==> src/srs_pkg.sv <==
// Constants, opcodes and state codes for the stack/rotate/subtract execution unit
package srs_pkg;
    // ==========================================================
    // Reset values
    localparam logic [7:0]  SP_RST     = 8'h07;
    localparam logic [7:0]  ACC_RST    = 8'h00;
    localparam logic [7:0]  PSW_RST    = 8'h00;
    localparam logic [15:0] PC_RST     = 16'h0000;
    // ==========================================================
    // Status word bit positions
    localparam int          PSW_CY     = 7;
    localparam int          PSW_AUX    = 6;
    localparam int          PSW_RS_HI  = 4;
    localparam int          PSW_RS_LO  = 3;
    localparam int          PSW_OV     = 2;
    // ==========================================================
    // Opcodes
    localparam logic [7:0]  OP_PUSH    = 8'hC0;
    localparam logic [7:0]  OP_SUB_EXIT = 8'h22;
    localparam logic [7:0]  OP_INT_EXIT = 8'h32;
    localparam logic [7:0]  OP_ROT_L   = 8'h23;
    localparam logic [7:0]  OP_ROT_LC  = 8'h33;
    localparam logic [7:0]  OP_ROT_R   = 8'h03;
    localparam logic [7:0]  OP_ROT_RC  = 8'h13;
    localparam logic [7:0]  OP_FORCE_C = 8'hD3;
    localparam logic [7:0]  OP_FORCE_B = 8'hD2;
    localparam logic [7:0]  OP_SBRANCH = 8'h80;
    localparam logic [7:0]  OP_SUBTRACT_BORROW_IM = 8'h94;
    localparam logic [7:0]  OP_SUBTRACT_BORROW_DI = 8'h95;
    localparam logic [6:0]  OP_SUBTRACT_BORROW_IN = 7'h4B;
    localparam logic [4:0]  OP_SUBTRACT_BORROW_RN = 5'h13;
    localparam logic [7:0]  OP_NSWAP   = 8'hC4;
    localparam logic [7:0]  OP_TRADE_DI = 8'hC5;
    localparam logic [6:0]  OP_TRADE_IN = 7'h63;
    localparam logic [4:0]  OP_TRADE_RN = 5'h19;
    // ==========================================================
    // Branch step and stack step
    localparam logic [15:0] BRANCH_STEP = 16'h0002;
    localparam logic [7:0]  SP_STEP    = 8'h01;
    // ==========================================================
    // Sequencer states
    typedef enum logic [2:0] {
        ST_IDLE   = 3'b000,
        ST_RD_PTR = 3'b001,
        ST_RD_OPN = 3'b010,
        ST_PUSH   = 3'b011,
        ST_POP_HI = 3'b100,
        ST_POP_LO = 3'b101
    } srs_state_t;
endpackage : srs_pkg
==> src/srs_exec.sv <==
// Execution unit: push, exits, rotates, bit force, short branch, subtract, swap, trade
//
// Strobed register access and the register offsets are this design's own decisions.
`timescale 1ns/1ps
`default_nettype none
module srs_exec (
    input  wire logic        clk,
    input  wire logic        arst_n,
    input  wire logic        insn_valid,
    input  wire logic [7:0]  opcode,
    input  wire logic [7:0]  operand,
    input  wire logic [15:0] insn_pc,
    input  wire logic [7:0]  mem_rdata,
    output logic             insn_ready,
    output logic             done,
    output logic [7:0]       mem_addr,
    output logic [7:0]       mem_wdata,
    output logic             mem_we,
    output logic             mem_re,
    output logic [7:0]       bit_addr,
    output logic             bit_set,
    output logic [15:0]      pc,
    output logic             pc_load,
    output logic [7:0]       acc,
    output logic [7:0]       program_status_word,
    output logic [7:0]       sp,
    output logic             irq_release,
    output logic             irq_hold
);
    // ==========================================================
    // State
    srs_pkg::srs_state_t state_q, state_d;
    logic [7:0]  acc_q, acc_d, psw_q, psw_d, sp_q, sp_d, op_q, op_d, hi_q, hi_d;
    logic [7:0]  addr_q, addr_d, wdata_q, wdata_d, baddr_q, baddr_d;
    logic [15:0] pc_q, pc_d;
    logic        we_q, we_d, re_q, re_d, bset_q, bset_d, pcl_q, pcl_d;
    logic        done_q, done_d, rdy_q, rdy_d, rel_q, rel_d, hold_q, hold_d;
    logic [7:0]  rbank;
    logic        accept;

    // ==========================================================
    // Subtract with borrow: {carry, aux, overflow, result}
    function automatic logic [10:0] subtract_borrow_f(input logic [7:0] a, input logic [7:0] b,
                                           input logic cy);
        logic [8:0] full;
        logic [4:0] low4;
        logic [7:0] low7;
        full = {1'b0, a} - {1'b0, b} - {8'h00, cy};
        low4 = {1'b0, a[3:0]} - {1'b0, b[3:0]} - {4'h0, cy};
        low7 = {1'b0, a[6:0]} - {1'b0, b[6:0]} - {7'h00, cy};
        return {full[8], low4[4], low7[7] ^ full[8], full[7:0]};
    endfunction : subtract_borrow_f
    assign accept = insn_valid && (state_q == srs_pkg::ST_IDLE);
    assign rbank  = {3'h0, psw_q[srs_pkg::PSW_RS_HI:srs_pkg::PSW_RS_LO], 3'h0};
    // ==========================================================
    // Sequencer
    always_comb begin
        logic [10:0] sb;
        sb      = 11'h000;
        state_d = state_q;
        acc_d   = acc_q;
        psw_d   = psw_q;
        sp_d    = sp_q;
        pc_d    = pc_q;
        op_d    = op_q;
        hi_d    = hi_q;
        addr_d  = addr_q;
        wdata_d = wdata_q;
        baddr_d = baddr_q;
        we_d    = 1'b0;
        re_d    = 1'b0;
        bset_d  = 1'b0;
        pcl_d   = 1'b0;
        done_d  = 1'b0;
        rel_d   = 1'b0;
        hold_d  = hold_q;
        case (state_q)
            srs_pkg::ST_IDLE: begin
                if (insn_valid) begin
                    op_d   = opcode;
                    done_d = 1'b1;
                    if (opcode == srs_pkg::OP_PUSH) begin
                        sp_d    = sp_q + srs_pkg::SP_STEP;
                        addr_d  = operand;
                        re_d    = 1'b1;
                        done_d  = 1'b0;
                        state_d = srs_pkg::ST_PUSH;
                    end else if (opcode == srs_pkg::OP_SUB_EXIT ||
                                 opcode == srs_pkg::OP_INT_EXIT) begin
                        addr_d  = sp_q;
                        re_d    = 1'b1;
                        sp_d    = sp_q - srs_pkg::SP_STEP;
                        done_d  = 1'b0;
                        state_d = srs_pkg::ST_POP_HI;
                    end else if (opcode == srs_pkg::OP_ROT_L) begin
                        // bit 7 wraps to bit 0
                        acc_d = {acc_q[6:0], acc_q[7]};
                    end else if (opcode == srs_pkg::OP_ROT_LC) begin
                        acc_d = {acc_q[6:0], psw_q[srs_pkg::PSW_CY]};
                        psw_d[srs_pkg::PSW_CY] = acc_q[7];
                    end else if (opcode == srs_pkg::OP_ROT_R) begin
                        // bit 0 wraps to bit 7
                        acc_d = {acc_q[0], acc_q[7:1]};
                    end else if (opcode == srs_pkg::OP_ROT_RC) begin
                        acc_d = {psw_q[srs_pkg::PSW_CY], acc_q[7:1]};
                        psw_d[srs_pkg::PSW_CY] = acc_q[0];
                    end else if (opcode == srs_pkg::OP_FORCE_C) begin
                        psw_d[srs_pkg::PSW_CY] = 1'b1;
                    end else if (opcode == srs_pkg::OP_FORCE_B) begin
                        baddr_d = operand;
                        bset_d  = 1'b1;
                    end else if (opcode == srs_pkg::OP_SBRANCH) begin
                        pc_d  = insn_pc + srs_pkg::BRANCH_STEP + {{8{operand[7]}}, operand};
                        pcl_d = 1'b1;
                    end else if (opcode == srs_pkg::OP_SUBTRACT_BORROW_IM) begin
                        sb    = subtract_borrow_f(acc_q, operand, psw_q[srs_pkg::PSW_CY]);
                        acc_d = sb[7:0];
                        psw_d[srs_pkg::PSW_CY]  = sb[10];
                        psw_d[srs_pkg::PSW_AUX] = sb[9];
                        psw_d[srs_pkg::PSW_OV]  = sb[8];
                    end else if (opcode == srs_pkg::OP_NSWAP) begin
                        acc_d = {acc_q[3:0], acc_q[7:4]};
                    end else if (opcode == srs_pkg::OP_SUBTRACT_BORROW_DI ||
                                 opcode == srs_pkg::OP_TRADE_DI) begin
                        addr_d  = operand;
                        re_d    = 1'b1;
                        done_d  = 1'b0;
                        state_d = srs_pkg::ST_RD_OPN;
                    end else if (opcode[7:3] == srs_pkg::OP_SUBTRACT_BORROW_RN ||
                                 opcode[7:3] == srs_pkg::OP_TRADE_RN) begin
                        addr_d  = rbank | {5'h00, opcode[2:0]};
                        re_d    = 1'b1;
                        done_d  = 1'b0;
                        state_d = srs_pkg::ST_RD_OPN;
                    end else if (opcode[7:1] == srs_pkg::OP_SUBTRACT_BORROW_IN ||
                                 opcode[7:1] == srs_pkg::OP_TRADE_IN) begin
                        addr_d  = rbank | {7'h00, opcode[0]};
                        re_d    = 1'b1;
                        done_d  = 1'b0;
                        state_d = srs_pkg::ST_RD_PTR;
                    end
                end
            end
            srs_pkg::ST_RD_PTR: begin
                addr_d  = mem_rdata;
                re_d    = 1'b1;
                state_d = srs_pkg::ST_RD_OPN;
            end
            srs_pkg::ST_RD_OPN: begin
                done_d  = 1'b1;
                state_d = srs_pkg::ST_IDLE;
                if (op_q[7:6] == 2'h2) begin
                    sb    = subtract_borrow_f(acc_q, mem_rdata, psw_q[srs_pkg::PSW_CY]);
                    acc_d = sb[7:0];
                    psw_d[srs_pkg::PSW_CY]  = sb[10];
                    psw_d[srs_pkg::PSW_AUX] = sb[9];
                    psw_d[srs_pkg::PSW_OV]  = sb[8];
                end else begin
                    // old accumulator goes back to same address
                    acc_d   = mem_rdata;
                    wdata_d = acc_q;
                    we_d    = 1'b1;
                end
            end
            srs_pkg::ST_PUSH: begin
                addr_d  = sp_q;
                wdata_d = mem_rdata;
                we_d    = 1'b1;
                done_d  = 1'b1;
                state_d = srs_pkg::ST_IDLE;
            end
            srs_pkg::ST_POP_HI: begin
                // low byte below the high byte
                hi_d    = mem_rdata;
                addr_d  = sp_q;
                re_d    = 1'b1;
                sp_d    = sp_q - srs_pkg::SP_STEP;
                state_d = srs_pkg::ST_POP_LO;
            end
            srs_pkg::ST_POP_LO: begin
                pc_d    = {hi_q, mem_rdata};
                pcl_d   = 1'b1;
                done_d  = 1'b1;
                state_d = srs_pkg::ST_IDLE;
                if (op_q == srs_pkg::OP_INT_EXIT) begin
                    rel_d  = 1'b1;
                    hold_d = 1'b1;
                end
            end
            default: state_d = srs_pkg::ST_IDLE;
        endcase
        // hold drops once a further instruction completes
        if (done_d && !rel_d) begin
            hold_d = 1'b0;
        end
        rdy_d = (state_d == srs_pkg::ST_IDLE);
    end

    always_ff @(posedge clk or negedge arst_n) begin
        if (!arst_n) begin
            state_q <= srs_pkg::ST_IDLE;
            acc_q   <= srs_pkg::ACC_RST;
            psw_q   <= srs_pkg::PSW_RST;
            sp_q    <= srs_pkg::SP_RST;
            pc_q    <= srs_pkg::PC_RST;
            op_q    <= 8'h00;
            hi_q    <= 8'h00;
            addr_q  <= 8'h00;
            wdata_q <= 8'h00;
            baddr_q <= 8'h00;
            we_q    <= 1'b0;
            re_q    <= 1'b0;
            bset_q  <= 1'b0;
            pcl_q   <= 1'b0;
            done_q  <= 1'b0;
            rdy_q   <= 1'b1;
            rel_q   <= 1'b0;
            hold_q  <= 1'b0;
        end else begin
            state_q <= state_d;
            acc_q   <= acc_d;
            psw_q   <= psw_d;
            sp_q    <= sp_d;
            pc_q    <= pc_d;
            op_q    <= op_d;
            hi_q    <= hi_d;
            addr_q  <= addr_d;
            wdata_q <= wdata_d;
            baddr_q <= baddr_d;
            we_q    <= we_d;
            re_q    <= re_d;
            bset_q  <= bset_d;
            pcl_q   <= pcl_d;
            done_q  <= done_d;
            rdy_q   <= rdy_d;
            rel_q   <= rel_d;
            hold_q  <= hold_d;
        end
    end

    assign insn_ready  = rdy_q;
    assign done        = done_q;
    assign mem_addr    = addr_q;
    assign mem_wdata   = wdata_q;
    assign mem_we      = we_q;
    assign mem_re      = re_q;
    assign bit_addr    = baddr_q;
    assign bit_set     = bset_q;
    assign pc          = pc_q;
    assign pc_load     = pcl_q;
    assign acc         = acc_q;
    assign program_status_word         = psw_q;
    assign sp          = sp_q;
    assign irq_release = rel_q;
    assign irq_hold    = hold_q;
endmodule : srs_exec
`default_nettype wire

==> config.mk <==
export PLATFORM = sky130hd
export DESIGN_NAME = srs_exec
export DESIGN_NICKNAME = d
export VERILOG_FILES = /design/src/srs_pkg.sv /design/src/srs_exec.sv
export SDC_FILE = /design/constraint.sdc
export NUM_CORES = 1
export LEC_CHECK = 0
export BUFFER_PORTS_ARGS = -buffer_cell sky130_fd_sc_hd__buf_2
export CORE_ASPECT_RATIO = 0.5
export CORE_UTILIZATION = 35
export CTS_CLUSTER_SIZE = 24
export DETAILED_ROUTE_END_ITERATION = 10
export SLEW_MARGIN = 25
export SYNTH_ARGS = -nofsm -noshare
export SYNTH_HDL_FRONTEND = slang
export SYNTH_SLANG_ARGS = --single-unit
==> constraint.sdc <==
create_clock -name clk -period 3.2 [get_ports clk]
set_clock_uncertainty 0.05 [all_clocks]
set_input_delay 0.64 -clock clk [delete_from_list [all_inputs] [get_ports clk]]
set_output_delay 0.64 -clock clk [all_outputs]
set_load 0.01 [all_outputs]
# After elaboration in Yosys (flattened, before gate mapping)
# Cells that the tools add are included.
[word_totals]
ff_bits = 86
out_inout_bits = 72
elab_cells = 282
in_bits = 43
[op_classes]
bitwise = 9
n_mux = 152
n_addsub = 16
eq_ne = 58
reduce_logical = 28
[op_table]
columns = ["operator", "count"]
rows = [
  ["2-to-1 mux 8 bit", 32],
  ["2-to-1 mux 16 bit", 10],
  ["2-to-1 mux 1 bit", 74],
  ["equality test 8 bit, second input constant", 8],
  ["case mux 8 bit (2 select lines)", 3],
  ["2-to-1 mux 3 bit", 15],
  ["equality test 8 x 6 -> 1 bit, second input constant", 5],
  ["inequality test 4 bit, second input constant", 9],
  ["case mux 16 bit (2 select lines)", 1],
  ["inequality test 2 bit, second input constant", 12],
  ["case mux 8 bit (3 select lines)", 1],
  ["AND reduction 10 bit", 2],
  ["2-to-1 mux 2 bit", 9],
  ["inequality test 6 bit, second input constant", 3],
  ["subtractor 8 x 8 -> 9 bit", 2],
  ["subtractor 9 x 1 -> 9 bit", 2],
  ["adder 16 bit", 1],
  ["adder 16 x 2 -> 16 bit, second input constant", 1],
  ["subtractor 7 x 7 -> 8 bit", 2],
  ["subtractor 8 x 1 -> 8 bit", 2],
  ["equality test 7 bit, second input constant", 2],
  ["AND reduction 13 bit", 1],
  ["AND reduction 12 bit", 1],
  ["nonzero test 2 bit", 6],
  ["other kinds (34)", 59],
]

# Longest topological paths before layout
[logic_depth]
word_depth = 21
depth_mapped = 13
depth_no_buf = 13

# Worst setup path after synthesis
# No wires, ideal clock.
[synth_timing]
kind = "in2reg"
start = "input port mem_rdata[0]"
end = "register psw_q[2] (netlist: program_status_word[2])"
cell_stages = 10
setup_slack_ns = 0.038
setup_ns = 0.104
n_path_buf = 0
t_required_ns = 3.046
arrival_time_ns = 3.008
path_cell_list = "inv_1 > fa_1 > fa_1 > nand2b_1 > a2111oi_0 > o31ai_1 > a21oi_1 > xor2_1 > xnor2_1 > o311ai_1"
[synth_between]
elab_chain_cells = 5
elab_cells_between_ends = 7
cone_classes = "add/sub: 4; mux: 2; bitwise: 1"
[synth_lines]
columns = ["item", "line_no", "source"]
rows = [
  ["from (decl)", "srs_exec.sv:13", "input wire logic [7:0] mem_rdata,"],
  ["subtractor 8 x 8 -> 9 bit or subtractor 7 x 7 -> 8 bit (tied branches)", "srs_exec.sv:48, srs_exec.sv:50", ""],
  ["subtractor 9 x 1 -> 9 bit or subtractor 8 x 1 -> 8 bit (tied branches)", "srs_exec.sv:48, srs_exec.sv:50", ""],
  ["bitwise XOR 1 bit *", "srs_exec.sv:51", "return {full[8], low4[4], low7[7] ^ full[8], full[7:0]};"],
  ["2-to-1 mux 1 bit *", "srs_exec.sv:152", "if (op_q[7:6] == 2'h2) begin"],
  ["case mux 1 bit (2 select lines) *", "srs_exec.sv:77", "case (state_q)"],
  ["to (signal assigned)", "srs_exec.sv:203", "psw_q <= srs_pkg::PSW_RST;"],
  ["to (signal assigned)", "srs_exec.sv:222", "psw_q <= psw_d;"],
  ["to (decl)", "srs_exec.sv:33", "logic [7:0] acc_q, acc_d, psw_q, psw_d, sp_q, sp_d, op_q, op_d, hi_q, hi_d;"],
]
# Mark *: on every way between the ends. The rest lies on a longest branch, timed or not. The select of a mux whose other input is x is not followed.
# A chain may end at the register's enable or synchronous reset.

# Worst setup path in the final report
# Ends and elaborated chain as after synthesis.

==> out/metrics.csv <==
stage;metric;value;unit
outcome;status;finished clean;
critical_path;worst path required time;3.40;ns
detailed_routing;Routed wire per std cell;17.4;um
detailed_routing;post-route ant nets;0;
sta;final hold vios;0;
clocking;H-tree levels;3;
grt;met3 GRT Util;3.18;%
power;Switch Pwr;2.75;mW
power;PwrDens;816;nW/um2
power;Design Power;6.41;mW
clocking;CTS tree;built;
sta;min cycle time layout;3.06;ns
layout;antenna diode count;0;
detailed_routing;Total Wirelength;19400;um
floorplan;Core Box Area;17700;um2
grt;met1 capacity usage during global routing;29.7;%
critical_path;critical path class;input port to flop;
critical_path;endpoint class of the critical path;flop;
grt;vias in the first global route;5677;
clocking;CTS root buf;clkbuf_16;
min_path;Tightest Hold Check Type;input port to asynchronous set/reset pin;
layout;# nets final;984;
clocking;# hold bufs at CTS;0;
yosys;YS warnings;0;
clocking;Worst-Skew Late Latency;0.35;ns
grt;initial antenna violation count;0;
yosys;cells after synthesis;738;
yosys;Avg Cell Area, Syn;8.75;um2
floorplan;Site Rows;34;
sta;worst-margin pin slew;0.647;ns
floorplan;Starting Density;36.5;%
placed_design;dpl ws;-0.297;ns
layout;commonest non-fill, non-tap cell in the layout;buf_2;
power;switching share of power;42.9;%
power;peak supply drop;0.376;mV
sta;Slew HR;56.9;%
yosys;asr flop ratio synth;100;%
floorplan;Die Wd;194;um
detailed_routing;Iter 0 DRT Violations;426;
run;max_cap viols;0;
yosys;Post-synth EDFFs;0;
layout;most frequent cells in the layout;buf_2 (108), dfrtp_1 (82), nand2_1 (79);
yosys;Post-Syn Area;6460;um2
yosys;Distinct cells, synth;71;
yosys;Yosys reg bits;86;
sta;RSZ-0062 raised after global routing;false;
grt;grt total ovfl;0;
clocking;Num CTS Buffers;9;
critical_path;crit-path max FO;2;
floorplan;I/O pin total;115;
sta;Final Max Slew Viols;0;
grt;largest net degree at the start of global routing;46;
sta;Setup violations, final;0;
detailed_routing;drc violations;0;
power;Logic pwr share;54.1;%
grt;busiest grt layer;met2;
yosys;Most used DFF post-synth;dfrtp_1;
power;Clock Power Share;17.3;%
yosys;Seq/Total Area, Yosys;33.4;%
grt;first-pass GRT wire length;31100;um
detailed_routing;Detailed Routing Iterations Pass 1;5;
sta;Final Cycle Share;95.5;%
detailed_routing;routed vias/inst;5.32;
layout;Final Util;44.4;%
grt;Total GRT Usage;20.8;%
clocking;Clock transition at path regs;0.07;ns
sta;Fmax;327;MHz
layout;ratio of cells with drive above 1 in the final layout;24.5;%
power;Leakage;3.95;nW
power;Seq pwr share;28.7;%
placed_design;DP HPWL;14900;um
critical_path;CP startpoint kind;input port;
floorplan;full die area;19000;um2
sta;Final WS setup;0.144;ns
clocking;Clock Sinks;86;
placed_design;GP Congestion;0.908;
floorplan;Die Y;98.0;um
grt;met2 Use GR;33.2;%
layout;Syn-to-layout area delta;21.7;%
critical_path;crit path DAT;3.26;ns
power;P_int;3.66;mW
clocking;clock buffer depth;2;
detailed_routing;via count;5942;
placed_design;IO Port Bufs;109;
## routing by layer
metal	wire length, um	vias up
met2	8810	178
met5	0	-
li1	-	2892
met3	1020	25
met4	312	0
met1	9240	2847
## sequential cells by signal, indices dropped and copies added, names as in the netlist, 3 cells and up
name and count:
sp 8, state_q 3, hi_q 8, bit_addr 8, op_q 8, pc 16
mem_addr 8, acc 8, mem_wdata 8, program_status_word 3
## cell families (layout without fill, tap and decap cells)
group,after synthesis,after routing,share of synthesized area [%]
AND/OR/NAND/NOR,231,231,17.3
AO/OA/AOI/OAI,193,193,19.4
buffers and inverters,88,228,5.62
flip-flops,86,86,33.4
adder cells (fa/ha/maj),64,64,13.0
multiplexers,38,38,6.20
XOR/XNOR,37,37,5.02
other,1,5,0.0581
## stage by stage
stage               hold slack, ns  cells  instance area [um2]  TNS [ns]
floorplan                    0.294    742                 6470         0
global placement             0.412   1099                 7540    -0.359
detailed placement           0.418   1099                 7540    -0.457
CTS                          0.273   1115                 7850         0
global route                 0.300   1116                 7860         0
finish                       0.239   1116                 7860         0
## critical path, cell delays in order
cell	delay, ns
buf_2	0.09
inv_1	0.08
fa_1	0.48
fa_1	0.41
nand2b_1	0.19
a2111oi_2	0.35
buf_4	0.16
o31ai_1	0.06
a21oi_1	0.18
xor2_1	0.24
xnor2_1	0.09
o311ai_1	0.25
## power groups by stage
| stage | registers, mW | logic [mW] | clock network [mW] |
|---|---|---|---|
| after floorplan | 1.90 | 2.19 | 0 |
| after global placement | 1.85 | 3.37 | 0 |
| after detailed placement | 1.86 | 3.41 | 0 |
| after CTS | 1.84 | 3.43 | 1.12 |
| after global routing | 1.90 | 3.84 | 1.17 |
| final | 1.84 | 3.47 | 1.11 |
## repair_timing
action | in CTS | in global routing
setup endpoints to repair | 0 | 1
gates resized for setup | 0 | 2
buffers inserted | 0 | 1
## layout make-up
type,count,area [um2]
Clock buffer,9,225
Inverter,50,188
Tap cell,234,293
Timing Repair Buffer,162,958
Clock inverter,7,80.1
Sequential cell,86,2160
Multi-Input combinational cell,568,3960
Fill cell,1775,9840
## path summary, 6_finish.rpt
check                      depth (start not counted)                      to              startpoint  slack, ns
setup / recovery                                  12  program_status_word[2]            mem_rdata[0]       0.14
hold / removal                                     1  program_status_word[6]                  arst_n       0.24
setup reg to reg                                  11  program_status_word[2]  program_status_word[7]       0.22
hold reg to reg                                    2                 hi_q[3]                 hi_q[3]       0.44
max in group asynchronous                          2                 hi_q[0]                  arst_n       2.20
min in group clk                                   2                 hi_q[3]                 hi_q[3]       0.44
## cell usage after synthesis (4+ instances only)
cell	count	area share, %
dfrtp_1	82	32
nand2_1	79	4.6
nor2_1	70	4.1
a21oi_1	64	5.0
ha_1	59	11
inv_1	50	2.9
clkbuf_1	22	1.3
mux2i_1	22	3.4
o21ai_0	22	1.7
xnor2_1	22	3.0
a21o_1	16	1.9
mux2_2	16	2.8
xor2_1	15	2.0
a31oi_1	14	1.4
nor3_1	14	1.1
a211oi_1	10	1.2
a221oi_1	10	1.4
nand2b_1	10	0.97
nand3_1	9	0.70
buf_4	7	0.81
o21a_1	7	0.81
and3_1	6	0.58
nand4_1	6	0.58
nor2b_1	6	0.58
o21ai_1	6	0.47
buf_2	5	0.39
fa_1	5	1.6
o31ai_1	5	0.58
buf_1	4	0.23
dfstp_2	4	1.6
o211ai_1	4	0.47
Note: power is estimated with default switching activity, not from simulation.
